### src/common/tmr_pkg.sv
// Constants of the 16-bit timer/counter register block.
// Assumes a 32-bit classic Wishbone slave port, one byte per word.
package tmr_pkg;
   // *****************************
   // Register byte addresses
   // *****************************
   localparam logic [7:0] TMR_CTRL_A = 8'h00;
   localparam logic [7:0] TMR_CTRL_B = 8'h04;
   localparam logic [7:0] TMR_CNT_L = 8'h08;
   localparam logic [7:0] TMR_CNT_H = 8'h0c;
   localparam logic [7:0] TMR_CMPA_L = 8'h10;
   localparam logic [7:0] TMR_CMPA_H = 8'h14;
   localparam logic [7:0] TMR_CMPB_L = 8'h18;
   localparam logic [7:0] TMR_CMPB_H = 8'h1c;
   localparam logic [7:0] TMR_CAP_L = 8'h20;
   localparam logic [7:0] TMR_CAP_H = 8'h24;
   localparam logic [7:0] TMR_FLAGS = 8'h28;
   localparam logic [7:0] TMR_SRC = 8'h2c;
   // *****************************
   // Field positions and resets
   // *****************************
   localparam int CB_FILT = 7;
   localparam int CB_EDGE = 6;
   localparam int CB_RSVD = 5;
   localparam int FL_CAP = 5;
   localparam int FL_CMPA = 4;
   localparam int FL_CMPB = 3;
   localparam int FL_OVF = 2;
   localparam logic [7:0] CTRL_RST = 8'h00;
   localparam logic [7:0] CTRL_A_RW = 8'hf3;
   localparam logic [7:0] CTRL_B_RW = 8'hdf;
   localparam logic [15:0] MAX_VAL = 16'hffff;
   localparam logic [15:0] TOP_8 = 16'h00ff;
   localparam logic [15:0] TOP_9 = 16'h01ff;
   localparam logic [15:0] TOP_10 = 16'h03ff;
   localparam logic [15:0] BOTTOM = 16'h0000;
   localparam int FILT_LEN = 4;
   localparam int PRE_W = 10;
   // *****************************
   // Clock source codes
   // *****************************
   localparam logic [2:0] CS_STOP = 3'h0;
   localparam logic [2:0] CS_DIV1 = 3'h1;
   localparam logic [2:0] CS_DIV8 = 3'h2;
   localparam logic [2:0] CS_DIV64 = 3'h3;
   localparam logic [2:0] CS_DIV256 = 3'h4;
   localparam logic [2:0] CS_DIV1024 = 3'h5;
   localparam logic [2:0] CS_EXT_FALL = 3'h6;
   localparam logic [2:0] CS_EXT_RISE = 3'h7;
   typedef enum logic [1:0] {TMR_TOP_FIXED, TMR_TOP_CMPA, TMR_TOP_CAP} tmr_top_e;
   typedef enum logic [1:0] {TMR_UPD_NOW, TMR_UPD_TOP, TMR_UPD_BOT} tmr_upd_e;
endpackage : tmr_pkg

### src/hdl/tmr_core.sv
// 16-bit timer/counter: mode decode, prescaler, capture and registers.
// Assumes a classic Wishbone master and pins synchronous to clk_i.
//
// Added by the designer: the Wishbone slave port and the register offsets.
`timescale 1ns/1ps
`default_nettype none
module tmr_core
   import tmr_pkg::*;
(
   input wire logic clk_i,
   input wire logic rst_i,
   input wire logic wb_cyc_i,
   input wire logic wb_stb_i,
   input wire logic wb_we_i,
   input wire logic [7:0] wb_adr_i,
   input wire logic [3:0] wb_sel_i,
   input wire logic [31:0] wb_dat_i,
   output logic [31:0] wb_dat_o,
   output logic wb_ack_o,
   input wire logic capture_input_pin_i,
   input wire logic analog_cmp_i,
   input wire logic external_clock_pin_i,
   input wire logic [3:0] vector_ack_i,
   output logic capture_flag_o,
   output logic compare_flag_a_o,
   output logic compare_flag_b_o,
   output logic overflow_flag_o,
   output logic compare_output_a_o,
   output logic compare_output_b_o,
   output logic [15:0] counter_value_o
);
   // *****************************
   // Registers and decode
   // *****************************
   logic ack_r;
   logic [31:0] dat_r;
   logic [7:0] timer_control_a_r;
   logic [7:0] timer_control_b_r;
   logic [7:0] temp_r;
   logic [15:0] counter_value_r;
   logic [15:0] compare_value_a_r;
   logic [15:0] compare_value_b_r;
   logic [15:0] cmpa_buf_r;
   logic [15:0] cmpb_buf_r;
   logic [15:0] capture_value_r;
   logic capture_src_r;
   logic capture_flag_r;
   logic compare_flag_a_r;
   logic compare_flag_b_r;
   logic overflow_flag_r;
   logic match_a_r;
   logic match_b_r;
   logic block_r;
   logic down_r;
   logic [PRE_W-1:0] pre_r;
   logic ext_s1_r;
   logic ext_s2_r;
   logic ext_d_r;
   logic cap_s1_r;
   logic cap_s2_r;
   logic [FILT_LEN-1:0] filt_sh_r;
   logic filt_r;
   logic filt_d_r;
   logic acc;
   logic wr;
   logic rd;
   logic [7:0] wd;
   logic [3:0] wave_mode_select;
   logic [2:0] clock_source_select;
   logic tick;
   logic [15:0] top;
   tmr_top_e top_src;
   tmr_upd_e upd;
   logic dual_slope;
   logic ovf_at_max;
   logic ovf_at_top;
   logic at_top;
   logic at_bot;
   logic cap_sel;
   logic cap_edge;
   logic cap_event;
   logic cnt_wr;
   logic hit_a;
   logic hit_b;
   logic [3:0] clr;

   assign acc = wb_cyc_i & wb_stb_i & ~ack_r;
   // Byte lane 0 carries every register; other lanes are ignored
   assign wr = acc & wb_we_i & wb_sel_i[0];
   assign rd = acc & ~wb_we_i;
   assign wd = wb_dat_i[7:0];
   assign wb_ack_o = ack_r;
   assign wb_dat_o = dat_r;
   assign wave_mode_select = {timer_control_b_r[4:3], timer_control_a_r[1:0]};
   assign clock_source_select = timer_control_b_r[2:0];
   assign cnt_wr = wr & (wb_adr_i == TMR_CNT_L);

   // *****************************
   // Mode decode
   // *****************************
   always_comb begin
      top = MAX_VAL;
      top_src = TMR_TOP_FIXED;
      upd = TMR_UPD_NOW;
      dual_slope = 1'b0;
      ovf_at_max = 1'b0;
      ovf_at_top = 1'b0;
      case (wave_mode_select)
         4'd0: begin
            ovf_at_max = 1'b1;
         end
         4'd1, 4'd2, 4'd3, 4'd10, 4'd11: begin
            upd = TMR_UPD_TOP;
            dual_slope = 1'b1;
         end
         4'd4, 4'd12: begin
            ovf_at_max = 1'b1;
         end
         4'd5, 4'd6, 4'd7, 4'd14, 4'd15: begin
            upd = TMR_UPD_BOT;
            ovf_at_top = 1'b1;
         end
         4'd8, 4'd9: begin
            upd = TMR_UPD_BOT;
            dual_slope = 1'b1;
         end
         default: begin
            ovf_at_max = 1'b1;
         end
      endcase
      case (wave_mode_select)
         4'd1, 4'd5: top = TOP_8;
         4'd2, 4'd6: top = TOP_9;
         4'd3, 4'd7: top = TOP_10;
         4'd4, 4'd9, 4'd11, 4'd15: top_src = TMR_TOP_CMPA;
         4'd8, 4'd10, 4'd12, 4'd14: top_src = TMR_TOP_CAP;
         default: top = MAX_VAL;
      endcase
      case (top_src)
         TMR_TOP_CMPA: top = compare_value_a_r;
         TMR_TOP_CAP: top = capture_value_r;
         default: top = top;
      endcase
   end

   assign at_top = counter_value_r == top;
   assign at_bot = counter_value_r == BOTTOM;

   // *****************************
   // Clock select and prescaler
   // *****************************
   always_ff @(posedge clk_i) begin
      if (rst_i) begin
         pre_r <= '0;
      end else begin
         pre_r <= pre_r + 1'b1;
      end
   end

   // Pin state is sampled only, so the pin's own direction never matters
   always_ff @(posedge clk_i) begin
      if (rst_i) begin
         ext_s1_r <= 1'b0;
         ext_s2_r <= 1'b0;
         ext_d_r <= 1'b0;
      end else begin
         ext_s1_r <= external_clock_pin_i;
         ext_s2_r <= ext_s1_r;
         ext_d_r <= ext_s2_r;
      end
   end

   always_comb begin
      case (clock_source_select)
         CS_STOP: tick = 1'b0;
         CS_DIV1: tick = 1'b1;
         CS_DIV8: tick = &pre_r[2:0];
         CS_DIV64: tick = &pre_r[5:0];
         CS_DIV256: tick = &pre_r[7:0];
         CS_DIV1024: tick = &pre_r[9:0];
         CS_EXT_FALL: tick = ext_d_r & ~ext_s2_r;
         CS_EXT_RISE: tick = ~ext_d_r & ext_s2_r;
         default: tick = 1'b0;
      endcase
   end

   // *****************************
   // Counter
   // *****************************
   // A bus write wins over a timer tick in the same cycle
   always_ff @(posedge clk_i) begin
      if (rst_i) begin
         counter_value_r <= '0;
         down_r <= 1'b0;
      end else if (cnt_wr) begin
         counter_value_r <= {temp_r, wd};
      end else if (tick) begin
         if (!dual_slope) begin
            down_r <= 1'b0;
            counter_value_r <= at_top ? BOTTOM : counter_value_r + 1'b1;
         end else if (!down_r) begin
            down_r <= at_top;
            counter_value_r <= at_top ? counter_value_r - 1'b1 : counter_value_r + 1'b1;
         end else begin
            down_r <= ~at_bot;
            counter_value_r <= at_bot ? counter_value_r + 1'b1 : counter_value_r - 1'b1;
         end
      end
   end
   assign counter_value_o = counter_value_r;

   // *****************************
   // Compare units
   // *****************************
   // Block lasts until the next timer tick after the counter write
   always_ff @(posedge clk_i) begin
      if (rst_i) begin
         block_r <= 1'b0;
      end else if (cnt_wr) begin
         block_r <= 1'b1;
      end else if (tick) begin
         block_r <= 1'b0;
      end
   end

   assign hit_a = tick & ~block_r & (counter_value_r == compare_value_a_r);
   assign hit_b = tick & ~block_r & (counter_value_r == compare_value_b_r);

   always_ff @(posedge clk_i) begin
      if (rst_i) begin
         match_a_r <= 1'b0;
         match_b_r <= 1'b0;
      end else begin
         match_a_r <= hit_a;
         match_b_r <= hit_b;
      end
   end
   assign compare_output_a_o = match_a_r;
   assign compare_output_b_o = match_b_r;

   // Double buffers; immediate modes copy the buffer every cycle
   always_ff @(posedge clk_i) begin
      if (rst_i) begin
         compare_value_a_r <= '0;
         compare_value_b_r <= '0;
      end else if ((upd == TMR_UPD_NOW) ||
                   (tick && upd == TMR_UPD_TOP && at_top && !down_r) ||
                   (tick && upd == TMR_UPD_BOT && !dual_slope && at_top) ||
                   (tick && upd == TMR_UPD_BOT && dual_slope && at_bot && down_r)) begin
         compare_value_a_r <= cmpa_buf_r;
         compare_value_b_r <= cmpb_buf_r;
      end
   end

   // *****************************
   // Capture input
   // *****************************
   assign cap_sel = capture_src_r ? analog_cmp_i : capture_input_pin_i;

   always_ff @(posedge clk_i) begin
      if (rst_i) begin
         cap_s1_r <= 1'b0;
         cap_s2_r <= 1'b0;
         filt_sh_r <= '0;
         filt_r <= 1'b0;
         filt_d_r <= 1'b0;
      end else begin
         cap_s1_r <= cap_sel;
         cap_s2_r <= cap_s1_r;
         filt_sh_r <= {filt_sh_r[FILT_LEN-2:0], cap_s2_r};
         if (!timer_control_b_r[CB_FILT]) begin
            filt_r <= cap_s2_r;
         end else if (&filt_sh_r || ~|filt_sh_r) begin
            filt_r <= filt_sh_r[FILT_LEN-1];
         end
         filt_d_r <= filt_r;
      end
   end

   assign cap_edge = timer_control_b_r[CB_EDGE] ? (filt_r & ~filt_d_r)
                                               : (~filt_r & filt_d_r);
   assign cap_event = cap_edge & (top_src != TMR_TOP_CAP);

   // *****************************
   // Flags
   // *****************************
   // Set beats clear when both land in one cycle
   assign clr = vector_ack_i | ({4{wr & (wb_adr_i == TMR_FLAGS)}} &
                {wd[FL_CAP], wd[FL_CMPA], wd[FL_CMPB], wd[FL_OVF]});

   always_ff @(posedge clk_i) begin
      if (rst_i) begin
         capture_flag_r <= 1'b0;
         compare_flag_a_r <= 1'b0;
         compare_flag_b_r <= 1'b0;
         overflow_flag_r <= 1'b0;
      end else begin
         if (cap_event || (tick && top_src == TMR_TOP_CAP && at_top && !down_r)) begin
            capture_flag_r <= 1'b1;
         end else if (clr[3]) begin
            capture_flag_r <= 1'b0;
         end
         if (hit_a) begin
            compare_flag_a_r <= 1'b1;
         end else if (clr[2]) begin
            compare_flag_a_r <= 1'b0;
         end
         if (hit_b) begin
            compare_flag_b_r <= 1'b1;
         end else if (clr[1]) begin
            compare_flag_b_r <= 1'b0;
         end
         if (tick && ((ovf_at_max && counter_value_r == MAX_VAL) ||
                      (ovf_at_top && at_top) ||
                      (dual_slope && at_bot && down_r))) begin
            overflow_flag_r <= 1'b1;
         end else if (clr[0]) begin
            overflow_flag_r <= 1'b0;
         end
      end
   end
   assign capture_flag_o = capture_flag_r;
   assign compare_flag_a_o = compare_flag_a_r;
   assign compare_flag_b_o = compare_flag_b_r;
   assign overflow_flag_o = overflow_flag_r;

   // *****************************
   // Capture register
   // *****************************
   always_ff @(posedge clk_i) begin
      if (rst_i) begin
         capture_value_r <= '0;
      end else if (wr && wb_adr_i == TMR_CAP_L) begin
         capture_value_r <= {temp_r, wd};
      end else if (cap_event) begin
         capture_value_r <= counter_value_r;
      end
   end

   // *****************************
   // Bus writes
   // *****************************
   // Reserved bit 5 of control B is not stored and reads zero
   always_ff @(posedge clk_i) begin
      if (rst_i) begin
         timer_control_a_r <= CTRL_RST;
         timer_control_b_r <= CTRL_RST;
         cmpa_buf_r <= '0;
         cmpb_buf_r <= '0;
         capture_src_r <= 1'b0;
      end else if (wr) begin
         case (wb_adr_i)
            TMR_CTRL_A: timer_control_a_r <= wd & CTRL_A_RW;
            TMR_CTRL_B: timer_control_b_r <= wd & CTRL_B_RW;
            TMR_CMPA_L: cmpa_buf_r <= {temp_r, wd};
            TMR_CMPB_L: cmpb_buf_r <= {temp_r, wd};
            TMR_SRC: capture_src_r <= wd[0];
            default: capture_src_r <= capture_src_r;
         endcase
      end
   end

   // *****************************
   // Shared high byte and reads
   // *****************************
   // High byte written first, low byte read first
   always_ff @(posedge clk_i) begin
      if (rst_i) begin
         temp_r <= '0;
      end else if (wr && (wb_adr_i == TMR_CNT_H || wb_adr_i == TMR_CMPA_H ||
                          wb_adr_i == TMR_CMPB_H || wb_adr_i == TMR_CAP_H)) begin
         temp_r <= wd;
      end else if (rd && wb_adr_i == TMR_CNT_L) begin
         temp_r <= counter_value_r[15:8];
      end else if (rd && wb_adr_i == TMR_CAP_L) begin
         temp_r <= capture_value_r[15:8];
      end
   end

   always_ff @(posedge clk_i) begin
      if (rst_i) begin
         ack_r <= 1'b0;
         dat_r <= '0;
      end else begin
         ack_r <= acc;
         if (rd) begin
            dat_r <= '0;
            case (wb_adr_i)
               TMR_CTRL_A: dat_r[7:0] <= timer_control_a_r;
               TMR_CTRL_B: dat_r[7:0] <= timer_control_b_r;
               TMR_CNT_L: dat_r[7:0] <= counter_value_r[7:0];
               TMR_CMPA_L: dat_r[7:0] <= cmpa_buf_r[7:0];
               TMR_CMPA_H: dat_r[7:0] <= cmpa_buf_r[15:8];
               TMR_CMPB_L: dat_r[7:0] <= cmpb_buf_r[7:0];
               TMR_CMPB_H: dat_r[7:0] <= cmpb_buf_r[15:8];
               TMR_CAP_L: dat_r[7:0] <= capture_value_r[7:0];
               TMR_CNT_H, TMR_CAP_H: dat_r[7:0] <= temp_r;
               TMR_FLAGS: dat_r[7:0] <= {2'b00, capture_flag_r, compare_flag_a_r,
                                         compare_flag_b_r, overflow_flag_r, 2'b00};
               TMR_SRC: dat_r[7:0] <= {7'h00, capture_src_r};
               default: dat_r <= '0;
            endcase
         end
      end
   end
endmodule : tmr_core
`default_nettype wire

### config.mk
export PLATFORM = sky130hd
export DESIGN_NAME = tmr_core
export DESIGN_NICKNAME = d
export VERILOG_FILES = /design/src/common/tmr_pkg.sv /design/src/hdl/tmr_core.sv
export SDC_FILE = /design/constraint.sdc
export NUM_CORES = 1
export LEC_CHECK = 0
export BUFFER_PORTS_ARGS = -buffer_cell sky130_fd_sc_hd__clkbuf_2
export CAP_MARGIN = 10
export CORE_ASPECT_RATIO = 0.7
export CORE_MARGIN = 4
export CORE_UTILIZATION = 25
export CTS_CLUSTER_SIZE = 30
export DETAILED_ROUTE_END_ITERATION = 8
export PLACE_DENSITY = 0.45
export SYNTH_ARGS = -nofsm -noshare
export SYNTH_HDL_FRONTEND = slang
export SYNTH_SLANG_ARGS = --single-unit
### constraint.sdc
create_clock -name clk_i -period 4 [get_ports clk_i]
set_clock_uncertainty 0.2 [all_clocks]
set_input_delay 0.6 -clock clk_i [delete_from_list [all_inputs] [get_ports clk_i]]
set_output_delay 0.6 -clock clk_i [all_outputs]
set_load 0.01 [all_outputs]
# After elaboration in Yosys (flattened, before gate mapping)
# Cells that the tools add are included.
op_classes:
  n_addsub: 3
  n_reduce_logical: 68
  n_mux: 37
  eq_ne: 42
  bitwise: 26
op_table:
  columns: ["op", "count"]
  rows:
  - ["two-way mux 16 bit", 9]
  - ["case mux 8 bit (11 select lines)", 1]
  - ["== test 16 bit", 3]
  - ["case mux 16 bit (3 select lines)", 1]
  - ["== test 8 x 5 -> 1 bit, second input constant", 4]
  - ["== test 8 x 6 -> 1 bit, second input constant", 4]
  - ["case mux 16 bit (2 select lines)", 1]
  - ["== test 4 bit, second input constant", 7]
  - ["two-way mux 8 bit", 3]
  - ["logical AND 1 bit", 21]
  - ["two-way mux 1 bit", 19]
  - ["adder 16 x 1 -> 16 bit, second input constant", 1]
  - ["== test 16 bit, second input constant", 1]
  - ["== test 4 x 3 -> 1 bit, second input constant", 4]
  - ["== test 8 x 4 -> 1 bit, second input constant", 2]
  - ["zero test 16 bit", 1]
  - ["subtractor 16 x 1 -> 16 bit, second input constant", 1]
  - ["AND 1 bit", 15]
  - ["OR reduction 7 bit", 2]
  - ["== test 3 bit, second input constant", 4]
  - ["AND reduction 2 bit", 6]
  - ["nonzero test 2 bit", 6]
  - ["OR reduction 12 bit", 1]
  - ["OR reduction 4 bit", 3]
  - ["28 further kinds", 56]
totals:
  out_inout_bits: 55
  inputBits: 56
  reg_bits: 156

# Depth between registers and ports, before layout
depth:
  ltp_word: 11
  ltp_mapped: 18

# Worst setup path before layout
# No wires, ideal clock.
synth_timing:
  kind: "flip-flop to flip-flop"
  from: "register timer_control_a_r[0]"
  to: "register counter_value_r[1] (netlist: counter_value_o[1])"
  period_less_slack_ps: 3601
  setup_ps: 134
  required_time_ps: 3666
  path_stages_with_launch: 14
  arrival_ps: 3267
  setup_slack_ps: 399
  cell_sequence: "dfxtp_1 clkbuf_1 or2_2 o21a_1 ha_1 clkbuf_1 a221o_1 or4b_1 and3_1 nor3_4 buf_2 nor2_1 a221oi_1 o211ai_1"
synth_between:
  elab_chain_cells: 11
  elab_cells_between_ends: 33
  cone_classes: "eq/ne (17); mux (10); reduce/logical (6)"
synth_lines:
  columns: ["item", "line_no", "rtl"]
  rows:
  - ["start: declaration", "tmr_core.sv:37", "logic [7:0] timer_control_a_r;"]
  - ["start signal: assignment", "tmr_core.sv:353", "TMR_CTRL_A: timer_control_a_r <= wd & CTRL_A_RW;"]
  - ["== test 4 bit (tied with other cells)", "tmr_core.sv:108, tmr_core.sv:131", null]
  - ["OR reduction 4 bit", "tmr_core.sv:131", "case (wave_mode_select)"]
  - ["case mux 2 bit (2 select lines)", "tmr_core.sv:131", null]
  - ["== test 2 bit / == test 2 x 1 -> 1 bit (equally long branches)", "tmr_core.sv:139", "case (top_src)"]
  - ["case mux 16 bit (2 select lines)", "tmr_core.sv:139", null]
  - ["== test 16 bit", "tmr_core.sv:146", "assign at_top = counter_value_r == top;"]
  - ["two-way mux 16 bit", "tmr_core.sv:203", "counter_value_r <= at_top ? counter_value_r - 1'b1 : counter_value_r + 1'b1;"]
  - ["two-way mux 16 bit", "tmr_core.sv:201", "end else if (!down_r) begin"]
  - ["two-way mux 16 bit (*)", "tmr_core.sv:198", "if (!dual_slope) begin"]
  - ["two-way mux 16 bit (*)", "tmr_core.sv:197", "end else if (tick) begin"]
  - ["two-way mux 16 bit (*)", "tmr_core.sv:195", "end else if (cnt_wr) begin"]
  - ["end signal: assignment", "tmr_core.sv:196", "counter_value_r <= {temp_r, wd};"]
  - ["end signal: assignment", "tmr_core.sv:200", "counter_value_r <= at_top ? BOTTOM : counter_value_r + 1'b1;"]
  - ["end signal: assignment", "tmr_core.sv:203", null]
  - ["end: declaration", "tmr_core.sv:40", "logic [15:0] counter_value_r;"]
# Every way passes the cells marked *; elsewhere a longest branch is shown, timed or not. The select of a mux whose other input is x is not followed.
# A chain may end at the register's enable or synchronous reset.

# Worst setup path after layout
layout_timing:
  from: "register timer_control_a_r[1]"
  to: "register counter_value_r[2] (netlist: counter_value_o[2])"
# The elaborated chain is that of the path after synthesis.

==> reports/metrics.yaml <==
synthArstFlopShare_pct: 0
area_growth_syn_to_layout_pct: 16.3
reg2reg_from: "timer_control_a_r[1]$_SDFFE_PP0P_"
cts_num_sinks: 156
drc: 0
min_period_over_period_pct: 95.6
cts_tree: "yes"
cts_max_level: 4
die-area_um2: 38700
dp_cells: 1593
rows: 57
port_buffers: 59
drt_pre_antenna_iters: 5
hpwlAfterDp_um: 25200
clk_latency_ns: 0.44
hold_violations: 0
drive_gt1_share_pct: 14.8
grt_pass1_wl_um: 51700
drv_cap: 0
ys_warn_count: 0
tightest_slew_ns: 0.879
drv_slew: 0
hp-start: "external_clock_pin_i"
place.gp.congestion: 0.866
powerDensity_nw_per_um2: 353
first_global_vias: 7899
synth.area.top_cells: "dfxtp_1 35%, mux2i_1 6.9%, nor2_1 5.2%"
tns_ns: 0
seq_area_um2: 3120
io_pins: 111
syn_avg_cell_area_um2: 8.04
routed_via_density: 5.20
critical_path_peak_fanout: 20
cts_buffer_depth: 2
synth_flop_cell: "dfxtp_1"
final-instance-count-excl-fill: 1625
routed_wl_um: 34800
seq_area_frac_synth_pct: 35.1
syn-cell-area_um2: 8890
critPathRequiredTime_ns: 4.11
startpoint_type: "flop"
power.leakage_nw: 3.77
die_h_um: 166
setup_viol: 0
ir_drop_mv: 0.262
grt_max_degree: 77
final_antenna_net_count: 0
chipWidth_um: 233
rr_worst_depth: 17
startpoint: "timer_control_a_r[1]$_SDFFE_PP0P_"
critical_path_class: "flop to flop"
drtIter0Drc: 889
final.min_clock_period_ns: 3.82
yosysTopAreaCell: "dfxtp_1"
layout.nets: 1204
nFillCells: 3778
whs_path_depth: 2
cts_made_buffers: 17
hp-class: "input pin to flop"
slew-limit-headroom_pct: 41.4
rsz0062_at_grt: "no"
core_area_um2: 34900
cts-root-buf: "clkbuf_16"
antenna_found_initial: 1
synth_edf_count: 0
arrival_ns: 3.94
grt_util_all_layers_pct: 17.8
worst_r2r_endpoint: "counter_value_o[2]$_SDFFE_PP0P_"
clock.fmax_ghz: 0.261
status: "finished clean"
path_clk_slew_ns: 0.06
ys_seq_elements: 156
overflow: 0
num_vias: 8446
ctsHoldBuffers: 0
r2r_slack_ns: 0.18
end_kind: "flop"
yosys.cell_types.count: 71
initial_core_util_pct: 25.5
synth_cells: 1106
synth_top_area_share_pct: 35.1
wl_per_cell_um: 21.4
multi_input_area_um2: 5260
hold_end: "ext_s1_r$_SDFF_PP0_"
-- kinds of logic after synthesis --
| kind of cell | count (synthesis) | synth area share (%) |
|---|---|---|
| xor gates and xnor gates | 69 | 6.80 |
| muxes | 67 | 7.88 |
| and+or+nand+nor | 432 | 23.4 |
| AOI/OAI and AO/OA | 239 | 18.6 |
| adders and majority gates | 7 | 0.985 |
| other | 1 | 0.0422 |
| buffers and inverters | 135 | 7.08 |
| DFF | 156 | 35.1 |
-- cells in the final DEF, fill, tap and decap left out, types with 19 or more instances in the layout --
cell type / n
mux2i_1: 61
a221oi_1: 20
a211oi_1: 19
and3_1: 23
buf_4: 50
dfxtp_1: 156
nor2_1: 122
nand2_1: 115
a21oi_1: 91
xor2_1: 46
xnor2_1: 23
clkbuf_2: 58
nand3_1: 52
nor4_1: 21
nor3_1: 21
conb_1: 24
-- synthesized netlist by cell type, types with 5 or more instances --
cell type  count
ha_1           7
nand2b_1       9
a211oi_1      19
a222oi_1       5
xnor2_1       23
and3_1        23
inv_1         16
nor3_1        21
nand4_1       10
nand3_1       52
a21oi_1       92
a221o_1        5
a22o_1         5
a221oi_2       5
clkbuf_1      70
buf_1         11
a311oi_1       7
buf_4         25
or2_2          5
nor2b_1       17
mux2i_1       61
buf_2         10
xor2_1        46
a221oi_1      21
nor4b_1        6
nand2_1      115
nor4_1        22
nor2_1       124
o21ai_0        7
o22ai_1       11
nand3b_1       5
dfxtp_1      156
a31oi_1       10
a22oi_1       11
-- power breakdown --
| group | leakage (nW) | switching [W] | internal (W) | total (W) |
|---|---|---|---|---|
| logic | 2.25 | 0.000279 | 0.000158 | 0.000437 |
| clock network | 0.267 | 0.000665 | 0.000885 | 0.00155 |
| registers | 1.26 | 0.0000839 | 0.00158 | 0.00166 |
-- flip-flops by register name (all words and copies together), names as in the netlist, 4 cells and up --
name / cells
compare_value_b_r: 16
capture_value_r: 16
timer_control_b_r: 7
pre_r: 10
cmpa_buf_r: 16
counter_value_o: 16
filt_sh_r: 4
cmpb_buf_r: 16
wb_dat_o: 8
compare_value_a_r: 16
temp_r: 8
timer_control_a_r: 6
-- worst max path at each step --
stage                                       to  slack [ns]  cells past startpoint
2_1_floorplan  counter_value_o[1]$_SDFFE_PP0P_        0.40                     13
3_3_place_gp   counter_value_o[2]$_SDFFE_PP0P_        0.19                     17
3_5_place_dp   counter_value_o[2]$_SDFFE_PP0P_        0.17                     17
4_1_cts        counter_value_o[2]$_SDFFE_PP0P_        0.15                     14
5_1_grt        counter_value_o[2]$_SDFFE_PP0P_        0.01                     17
6_report       counter_value_o[2]$_SDFFE_PP0P_        0.18                     17
-- worst max-delay path: stages (launching register included) --
cell and delay (ns):
dfxtp_1 0.31, inv_1 0.12, nand2_1 0.08, nand3_1 0.08, o21a_1 0.21, inv_1 0.07, ha_1 0.29, buf_4 0.22
a221oi_2 0.30, xnor2_1 0.10, nor4_1 0.37, nand4_1 0.24, nor3_4 0.21, buf_12 0.13, buf_12 0.16, mux2_2 0.36
a22oi_1 0.15, a21oi_1 0.10
-- per-stage QoR --
stage / cell area (um^2) / setup slack [ns] / util (%) / hold slack, ns / total power (W)
final: 10300 / 0.176 / 29.6 / 0.178 / 0.00365
after global routing: 10300 / 0.0119 / 29.6 / 0.198 / 0.00378
after CTS: 10300 / 0.150 / 29.5 / 0.157 / 0.00368
after detailed placement: 9760 / 0.170 / 28.0 / 0.228 / 0.00213
after global placement: 9760 / 0.194 / 28.0 / 0.227 / 0.00213
after floorplan: 8970 / 0.399 / - / 0.214 / 0.00196
-- repair_timing --
action,4_1_cts,5_1_grt
resized for setup,0,3
setup endpoints to repair,0,25
setup buffers,0,1
-- area by class of cell --
cell class                 instances  share of cell area (%)
clock buffer                      25                    4.99
inverter                          16                   0.581
timing repair buffer             112                    7.22
multi-input combinational        838                    50.9
sequential                       156                    30.2
clock inverter                     5                   0.327
tap                              472                    5.71
antenna                            1                  0.0242
-- per-layer routing --
metal / global-route usage, % / wire [um] / vias to the layer above / part of all wire (%)
met5: 0 / 0 / - / 0
met4: 5.53 / 683 / 0 / 2.0
met3: 4.37 / 2710 / 48 / 7.8
met2: 23.8 / 14000 / 308 / 40
li1: - / - / 4005 / -
met1: 27.5 / 17500 / 4085 / 50
(Power assumes the default switching activity.)
